## src/fault_reporter_pkg.sv

```systemverilog
// Package with state codes, fault codes, LED patterns and display format for the fault reporter
package fault_reporter_pkg;
	localparam logic [3:0] ST_INIT = 4'h1;
	localparam logic [3:0] ST_PREOP = 4'h2;
	localparam logic [3:0] ST_BOOT = 4'h3;
	localparam logic [3:0] ST_SAFEOP = 4'h4;
	localparam logic [3:0] ST_OP = 4'h8;

	localparam logic [7:0] MAIN_80 = 8'h80;
	localparam logic [7:0] MAIN_81 = 8'h81;
	localparam logic [3:0] SUB_1 = 4'h1;
	localparam logic [3:0] SUB_2 = 4'h2;
	localparam logic [3:0] SUB_3 = 4'h3;
	localparam logic [3:0] SUB_4 = 4'h4;
	localparam logic [3:0] SUB_5 = 4'h5;
	localparam logic [3:0] SUB_6 = 4'h6;

	// Seven-segment character codes: hex digits 0..F, then E, r, blank
	localparam logic [4:0] CH_E = 5'h10;
	localparam logic [4:0] CH_R = 5'h11;
	localparam logic [4:0] CH_BLANK = 5'h12;

	typedef enum logic [1:0] {LED_OFF, LED_BLINK, LED_FLICKER} led_mode_t;

	typedef struct packed {
		logic       valid;
		logic [3:0] target;
	} state_req_t;

	typedef struct packed {
		logic       firmware_mismatch;
		logic       boot_mailbox_bad;
		logic       sm_mailbox_bad;
		logic       file_write_fail;
		logic       description_mismatch;
	} check_t;

	typedef struct packed {
		logic       active;
		logic [7:0] main_code;
		logic [3:0] sub_code;
	} fault_t;
endpackage : fault_reporter_pkg

```

## src/fieldbus_state_fault_reporter.sv

```systemverilog
// Fault detector and reporter for the fieldbus slave state machine
// Function
// - Impossible transition request raises 81/1 in any state, LED blinks.
// - Request to undefined state raises 81/2 in any state, LED blinks.
// - After 81/1 or 81/2 keep state below safe-op, else fall to safe-op.
// - Bootstrap request from init raises 81/3, LED flickers, go to init.
// - Firmware mismatch in boot or init raises 81/4, LED off, stay.
// - Mailbox not bootstrap-capable on init-to-boot raises 81/5, blink, init.
// - Bad mailbox sync-manager config in preop raises 81/6, blink, init.
// - File-transfer write failure in boot raises 80/5, LED off, stay.
// - Description file mismatch in init raises 80/6, LED off, stay.
module fieldbus_state_fault_reporter
(
	input  wire logic                           clk,
	input  wire logic                           arst_n,
	input  wire fault_reporter_pkg::state_req_t req,
	input  wire fault_reporter_pkg::check_t     checks,
	input  wire logic                           fault_clear,
	output logic [3:0]                          slave_state,
	output fault_reporter_pkg::fault_t          fault,
	output fault_reporter_pkg::led_mode_t       led_mode,
	output logic [19:0]                         display,
	output logic                                fault_pulse
);
	import fault_reporter_pkg::*;

	logic [3:0]  next_slave_state;
	fault_t      next_fault;
	led_mode_t   next_led_mode;
	logic [19:0] next_display;
	logic        next_fault_pulse;
	logic        hit;
	logic [7:0]  hit_main;
	logic [3:0]  hit_sub;
	logic        known;
	logic        legal;

	// Legal transitions of the slave state machine
	function automatic logic legal_step(input logic [3:0] from, input logic [3:0] to);
		logic ok;
		ok = 1'b0;
		case (from)
			ST_INIT: ok = (to == ST_INIT) || (to == ST_PREOP) || (to == ST_BOOT);
			ST_PREOP: ok = (to == ST_INIT) || (to == ST_PREOP) || (to == ST_SAFEOP);
			ST_BOOT: ok = (to == ST_INIT) || (to == ST_BOOT);
			ST_SAFEOP: ok = (to == ST_INIT) || (to == ST_PREOP) || (to == ST_SAFEOP) || (to == ST_OP);
			ST_OP: ok = (to != ST_BOOT);
			default: ok = 1'b0;
		endcase
		return ok;
	endfunction : legal_step

	always_comb
	begin
		known = (req.target == ST_INIT) || (req.target == ST_PREOP) || (req.target == ST_BOOT)
			|| (req.target == ST_SAFEOP) || (req.target == ST_OP);
		legal = legal_step(slave_state, req.target);
		next_slave_state = slave_state;
		next_led_mode = led_mode;
		hit = 1'b1;
		hit_main = MAIN_81;
		hit_sub = SUB_1;
		if (checks.firmware_mismatch && (slave_state == ST_BOOT || slave_state == ST_INIT))
		begin
			hit_sub = SUB_4;
			next_led_mode = LED_OFF;
		end
		else if (checks.file_write_fail && slave_state == ST_BOOT)
		begin
			hit_main = MAIN_80;
			hit_sub = SUB_5;
			next_led_mode = LED_OFF;
		end
		else if (checks.description_mismatch && slave_state == ST_INIT)
		begin
			hit_main = MAIN_80;
			hit_sub = SUB_6;
			next_led_mode = LED_OFF;
		end
		else if (checks.sm_mailbox_bad && slave_state == ST_PREOP)
		begin
			hit_sub = SUB_6;
			next_led_mode = LED_BLINK;
			next_slave_state = ST_INIT;
		end
		else if (req.valid && !known)
		begin
			hit_sub = SUB_2;
			next_led_mode = LED_BLINK;
			if (slave_state == ST_OP)
				next_slave_state = ST_SAFEOP;
		end
		else if (req.valid && req.target == ST_BOOT && slave_state == ST_INIT && checks.boot_mailbox_bad)
		begin
			hit_sub = SUB_5;
			next_led_mode = LED_BLINK;
			next_slave_state = ST_INIT;
		end
		else if (req.valid && req.target == ST_BOOT && slave_state == ST_INIT)
		begin
			hit_sub = SUB_3;
			next_led_mode = LED_FLICKER;
			next_slave_state = ST_INIT;
		end
		else if (req.valid && !legal)
		begin
			hit_sub = SUB_1;
			next_led_mode = LED_BLINK;
			if (slave_state == ST_OP)
				next_slave_state = ST_SAFEOP;
		end
		else
		begin
			hit = 1'b0;
			if (req.valid)
				next_slave_state = req.target;
		end
		next_fault = fault;
		// A fault found in the same cycle wins over the clear
		if (fault_clear && !hit)
		begin
			next_fault = '0;
			next_led_mode = LED_OFF;
		end
		if (hit)
		begin
			next_fault.active = 1'b1;
			next_fault.main_code = hit_main;
			next_fault.sub_code = hit_sub;
		end
		next_fault_pulse = hit;
		next_display = {CH_E, CH_R, 1'b0, next_fault.main_code[7:4], 1'b0, next_fault.main_code[3:0]};
		if (next_fault.active)
			next_display = {CH_E, CH_R, 1'b0, next_fault.main_code[7:4], 1'b0, next_fault.sub_code};
		else
			next_display = {CH_BLANK, CH_BLANK, CH_BLANK, CH_BLANK};
	end

	always_ff @(posedge clk or negedge arst_n)
	begin
		if (!arst_n)
		begin
			slave_state <= ST_INIT;
			fault <= '0;
			led_mode <= LED_OFF;
			display <= {CH_BLANK, CH_BLANK, CH_BLANK, CH_BLANK};
			fault_pulse <= 1'b0;
		end
		else
		begin
			slave_state <= next_slave_state;
			fault <= next_fault;
			led_mode <= next_led_mode;
			display <= next_display;
			fault_pulse <= next_fault_pulse;
		end
	end

	invalid_fallback_a: assert property (@(posedge clk) disable iff (!arst_n)
		(req.valid && !legal && known && !(slave_state == ST_INIT && req.target == ST_BOOT)
		&& !(|checks) && slave_state == ST_OP) |=> (slave_state == ST_SAFEOP && fault.sub_code == SUB_1))
		else $error("invalid request did not fall to safe-op");
	unknown_code_a: assert property (@(posedge clk) disable iff (!arst_n)
		(req.valid && !known && !(|checks)) |=> (fault.main_code == MAIN_81 && fault.sub_code == SUB_2
		&& led_mode == LED_BLINK))
		else $error("unknown request not reported");
	unknown_fallback_a: assert property (@(posedge clk) disable iff (!arst_n)
		(req.valid && !known && !(|checks) && slave_state == ST_OP) |=> (slave_state == ST_SAFEOP))
		else $error("unknown request did not fall to safe-op");
	unknown_keep_a: assert property (@(posedge clk) disable iff (!arst_n)
		(req.valid && !known && !(|checks) && slave_state != ST_OP) |=> (slave_state == $past(slave_state)))
		else $error("unknown request changed a low state");
	boot_flicker_a: assert property (@(posedge clk) disable iff (!arst_n)
		(req.valid && req.target == ST_BOOT && slave_state == ST_INIT && !(|checks))
		|=> (led_mode == LED_FLICKER && slave_state == ST_INIT && fault.sub_code == SUB_3))
		else $error("boot request fault wrong");
	boot_mailbox_a: assert property (@(posedge clk) disable iff (!arst_n)
		(req.valid && req.target == ST_BOOT && slave_state == ST_INIT && checks == 5'b01000)
		|=> (fault.sub_code == SUB_5 && led_mode == LED_BLINK && slave_state == ST_INIT))
		else $error("boot mailbox fault wrong");
	preop_mailbox_a: assert property (@(posedge clk) disable iff (!arst_n)
		(checks.sm_mailbox_bad && slave_state == ST_PREOP && !checks.firmware_mismatch)
		|=> (slave_state == ST_INIT && fault.sub_code == SUB_6 && fault.main_code == MAIN_81))
		else $error("preop mailbox fault wrong");
	preop_blink_a: assert property (@(posedge clk) disable iff (!arst_n)
		(checks.sm_mailbox_bad && slave_state == ST_PREOP) |=> (led_mode == LED_BLINK))
		else $error("preop mailbox led wrong");
	firmware_stay_a: assert property (@(posedge clk) disable iff (!arst_n)
		(checks.firmware_mismatch && (slave_state == ST_BOOT || slave_state == ST_INIT))
		|=> (slave_state == $past(slave_state) && led_mode == LED_OFF && fault.sub_code == SUB_4))
		else $error("firmware fault wrong");
	write_fail_a: assert property (@(posedge clk) disable iff (!arst_n)
		(checks.file_write_fail && !checks.firmware_mismatch && slave_state == ST_BOOT)
		|=> (fault.main_code == MAIN_80 && fault.sub_code == SUB_5 && slave_state == ST_BOOT))
		else $error("write failure fault wrong");
	desc_mismatch_a: assert property (@(posedge clk) disable iff (!arst_n)
		(checks.description_mismatch && !checks.firmware_mismatch && slave_state == ST_INIT)
		|=> (fault.main_code == MAIN_80 && fault.sub_code == SUB_6 && slave_state == ST_INIT))
		else $error("description fault wrong");
	desc_led_a: assert property (@(posedge clk) disable iff (!arst_n)
		(checks.description_mismatch && !checks.firmware_mismatch && slave_state == ST_INIT) |=> (led_mode == LED_OFF))
		else $error("description fault led wrong");
	fault_hold_a: assert property (@(posedge clk) disable iff (!arst_n)
		(fault.active && !fault_clear && !next_fault_pulse) |=> $stable(fault) && display[19:15] == CH_E)
		else $error("fault code not held");
	clear_loses_a: assert property (@(posedge clk) disable iff (!arst_n)
		(fault_clear && next_fault_pulse) |=> (fault.active && fault_pulse))
		else $error("clear beat a new fault");
	clear_empties_a: assert property (@(posedge clk) disable iff (!arst_n)
		(fault_clear && !next_fault_pulse) |=> (!fault.active && led_mode == LED_OFF && display == {4{CH_BLANK}}))
		else $error("clear did not empty the fault");
	display_code_a: assert property (@(posedge clk) disable iff (!arst_n)
		fault.active |-> (display == {CH_E, CH_R, 1'b0, fault.main_code[7:4], 1'b0, fault.sub_code}))
		else $error("display does not show the fault");
	pulse_active_a: assert property (@(posedge clk) disable iff (!arst_n)
		fault_pulse |-> fault.active)
		else $error("fault pulse without held fault");
	illegal_code_a: assert property (@(posedge clk) disable iff (!arst_n)
		(req.valid && known && !legal && !(|checks) && slave_state != ST_OP)
		|=> (fault.sub_code == SUB_1 && slave_state == $past(slave_state) && led_mode == LED_BLINK))
		else $error("illegal request not reported");
	legal_move_a: assert property (@(posedge clk) disable iff (!arst_n)
		(req.valid && known && legal && !(|checks) && !(slave_state == ST_INIT && req.target == ST_BOOT))
		|=> (slave_state == $past(req.target) && !fault_pulse))
		else $error("legal request refused");
endmodule : fieldbus_state_fault_reporter

```

## config.mk

```make
export PLATFORM = sky130hd
export DESIGN_NAME = fieldbus_state_fault_reporter
export DESIGN_NICKNAME = d
export VERILOG_FILES = /design/src/fault_reporter_pkg.sv /design/src/fieldbus_state_fault_reporter.sv
export SDC_FILE = /design/constraint.sdc
export NUM_CORES = 1
export LEC_CHECK = 0
export ABC_AREA = 1
export BUFFER_PORTS_ARGS = -buffer_cell sky130_fd_sc_hd__buf_2
export CELL_PAD_IN_SITES_DETAIL_PLACEMENT = 0
export CELL_PAD_IN_SITES_GLOBAL_PLACEMENT = 2
export CORE_ASPECT_RATIO = 1.1
export CORE_UTILIZATION = 29
export CTS_BUF_LIST = sky130_fd_sc_hd__clkbuf_4
export DETAILED_ROUTE_END_ITERATION = 16
export PLACE_DENSITY_LB_ADDON = 0.12
export SYNTH_ARGS = -nofsm -noshare
export SYNTH_HDL_FRONTEND = slang
export SYNTH_SLANG_ARGS = --single-unit
```

## constraint.sdc

```tcl
create_clock -name clk -period 1.7 [get_ports clk]
set_input_delay 0.17 -clock clk [delete_from_list [all_inputs] [get_ports clk]]
set_output_delay 0.17 -clock clk [all_outputs]
set_load 0.02 [all_outputs]
```

==> impl_results.md <==
- Largest net degree at the start of global routing: 27
- CTS Buf Count: 3
- # IOs: 53
- 1st-pass router iterations: 14
- Critical path class: register to register
- Sequential share of the synthesized area: 0.434
- Via count of the routed design: 1216
- Syn Area/Cell: 8.69 um^2
- Clock Tree Root: clkbuf_4
- # DRC: 0
- Slew headroom: 0.594
- Worst clock skew: 0.0220 ns
- Clk buf depth: 2
- Crit. End Element: register
- CP max FO: 6
- CP startpoint kind: register
- Worst Hold Class: input pin to register
- Cell count after synthesis: 174
- Clk_lat worst skew: 0.33 ns
- H-tree Lvls: 1
- Ys Warns: 0
- Grt ovf: 0
- Initial Util: 0.302
- Final nets: 235
- Ant. Diodes: 0
- RSZ-0062 raised after global routing: yes
- Detailed Route WL: 3570 um
- Period minus WS final: 1.57 ns
- Status: finished, final reports clean
- Final hold viol count: 0
- Initial antenna violation count: 0
- Overall Global Routing Usage: 0.130
- # setup viols final: 0
- Arr. time, crit path: 1.81 ns
- Layout area overhead: 21.4%
- Overall die area: 0.00550 mm^2
- First-pass GRT wire length: 5630 um
- TritonCTS clock tree: done
- Placer's final routability congestion estimate: 0.749
- Clock Sink Count: 26
- Initial DRC count: 43
- Final cycle utilization of the critical path: 0.925
- Critical Path RT: 1.94 ns
- I/O Buffers: 42
- Hpwl dp: 2690 um
- Leak: 0.984 nW
- Die H: 77.7 um
- Core Area: 0.00500 mm^2
- WL per Instance: 12.8 um
- Vias in the first global route: 1169
- Pins Over Slew Limit: 0
- Worst hold-check slack: 0.0468 ns
- Worst vdd ir: 0.000562 V
- Fmax: 636 MHz
- Clock slew at reported path FFs: 0.16 ns
- Row count: 27
- Ratio of cells with drive above 1 in the final layout: 0.439
- Least-Margin Pin Slew: 0.609 ns
- Power per cell area: 1610 mW/mm^2
- Synthesized area: 0.00151 mm^2
- Die X: 70.8 um
- Number of max-cap violations: 0
- Synth Register Bits: 26
- Post-DRT Antenna Nets: 0
- Final Power: 0.00296 W
- Unique masters post-synth: 29
- Via-to-Cell Ratio: 4.36
[cells by family (layout without fill, tap and decap cells)]
family / count (synthesis) / after routing / synth area share
other: 2 / 10 / 0.00497
AOI/OAI and AO/OA: 15 / 15 / 0.0613
buffers and inverters: 40 / 77 / 0.139
and+or+nand+nor: 91 / 93 / 0.361
DFF: 26 / 26 / 0.434
[worst paths after layout]
| path | start | end | slack (ns) | cells past startpoint |
|---|---|---|---|---|
| max reg2reg | slave_state[0]$_DFFE_PN1P_ | slave_state[3]$_DFFE_PN0P_ | 0.13 | 10 |
| min reg2reg | fault[9]$_DFF_PN0_ | display[6]$_DFF_PN1_ | 0.50 | 2 |
| max in group asynchronous | arst_n | slave_state[1]$_DFFE_PN0P_ | 0.88 | 2 |
| min | fault_clear | display[8]$_DFF_PN0_ | 0.05 | 2 |
| min in group asynchronous | arst_n | slave_state[2]$_DFFE_PN0P_ | 0.36 | 2 |
| max | slave_state[0]$_DFFE_PN1P_ | slave_state[3]$_DFFE_PN0P_ | 0.13 | 10 |
[registers in the layout (all words and copies together), names as in the netlist]
name	flops
fault	9
slave_state	4
fault_pulse	1
display	10
led_mode	2
[critical path, cell delays in order (launching register included)]
cell     delay, ns
dfstp_2       0.59
inv_2         0.07
o21ai_1       0.12
nand3_1       0.10
nand3_2       0.14
nand2_4       0.12
buf_4         0.16
nand2_1       0.05
nand2_1       0.05
nand3_1       0.06
nand2_1       0.05
[timing repair]
action                                  in CTS  in global routing
hold endpoints to repair                    22                  0
endpoints found under the setup margin       1                  7
resized for setup                            1                  4
gates cloned                                 0                  2
hold buffers                                 1                  0
setup buffers                                0                  4
pin swaps                                    0                  3
[cells in the final DEF, fill, tap and decap left out]
| master | synthesis | layout |
|---|---|---|
| a21oi_1 | 4 | 4 |
| a31oi_1 | 1 | 1 |
| and2_1 | 1 | 1 |
| buf_2 | 0 | 42 |
| buf_4 | 14 | 5 |
| bufinv_16 | 0 | 1 |
| clkbuf_4 | 0 | 3 |
| conb_1 | 2 | 10 |
| dfrtp_1 | 22 | 20 |
| dfrtp_2 | 0 | 2 |
| dfstp_2 | 4 | 4 |
| dlygate4sd3_1 | 0 | 1 |
| inv_1 | 17 | 17 |
| inv_2 | 8 | 8 |
| nand2_1 | 33 | 33 |
| nand2_2 | 4 | 4 |
| nand2_4 | 3 | 4 |
| nand3_1 | 10 | 10 |
| nand3_2 | 4 | 5 |
| nand3_4 | 2 | 2 |
| nand4_1 | 6 | 6 |
| nand4_2 | 1 | 1 |
| nor2_1 | 14 | 13 |
| nor2_2 | 5 | 6 |
| nor2_4 | 2 | 2 |
| nor2_8 | 2 | 2 |
| nor3_1 | 1 | 1 |
| nor3_2 | 3 | 3 |
| o211ai_1 | 1 | 1 |
| o21ai_0 | 3 | 2 |
| o21ai_1 | 2 | 3 |
| o21ai_2 | 3 | 3 |
| o31ai_1 | 1 | 1 |
[where the power goes]
group | total, W | internal [W] | switching (W)
clock | 0.000428 | 0.000238 | 0.000189
combinational | 0.00157 | 0.000523 | 0.00105
sequential | 0.000964 | 0.000831 | 0.000133
total | 0.00296 | 0.00159 | 0.00137
[final cells by class]
class,instances,area [um^2]
flip-flops and latches,26,658
well taps,58,72.6
clock inverters,1,30.0
clock buffers,3,22.5
repair buffers,48,258
fillers,540,3170
multi-input cells,118,699
inverters,25,93.8
[cells in the mapped netlist]
master | n | area share
o21ai_1 | 2 | 0.0066
nand4_1 | 6 | 0.025
nand2_4 | 3 | 0.022
inv_2 | 8 | 0.020
o211ai_1 | 1 | 0.0050
nor2_2 | 5 | 0.021
and2_1 | 1 | 0.0041
buf_4 | 14 | 0.070
nor3_2 | 3 | 0.020
nor2_1 | 14 | 0.035
nand3_4 | 2 | 0.023
dfrtp_1 | 22 | 0.36
nand4_2 | 1 | 0.0083
nand2_1 | 33 | 0.082
nand3_1 | 10 | 0.033
nand3_2 | 4 | 0.026
a31oi_1 | 1 | 0.0041
nor2_4 | 2 | 0.015
conb_1 | 2 | 0.0050
nand2_2 | 4 | 0.017
nor2_8 | 2 | 0.026
buf_6 | 1 | 0.0074
dfstp_2 | 4 | 0.070
o21ai_2 | 3 | 0.017
a21oi_1 | 4 | 0.013
nor3_1 | 1 | 0.0033
o31ai_1 | 1 | 0.0050
o21ai_0 | 3 | 0.0099
inv_1 | 17 | 0.042
[stage by stage]
| step | cells | setup slack, ns | util | setup TNS [ns] | cell area [um^2] |
|---|---|---|---|---|---|
| final | 279 | 0.127 | 0.367 | 0 | 1830 |
| after global routing | 279 | -0.0390 | 0.367 | -0.0736 | 1830 |
| after CTS | 273 | 0.0598 | 0.357 | 0 | 1780 |
| after detailed placement | 268 | 0.0124 | 0.343 | 0 | 1720 |
| after global placement | 268 | 0.0368 | 0.343 | 0 | 1720 |
| after floorplan | 182 | 0.105 | - | 0 | 1540 |
[per-layer routing]
metal	part of all wire	global-route usage	up-vias
li1	-	-	624
met1	0.44	0.165	564
met2	0.52	0.229	26
met3	0.038	0.0234	2
met4	0.0059	0.0300	0
met5	0	0	-
No activity file was read; power rests on OpenSTA's default activity.
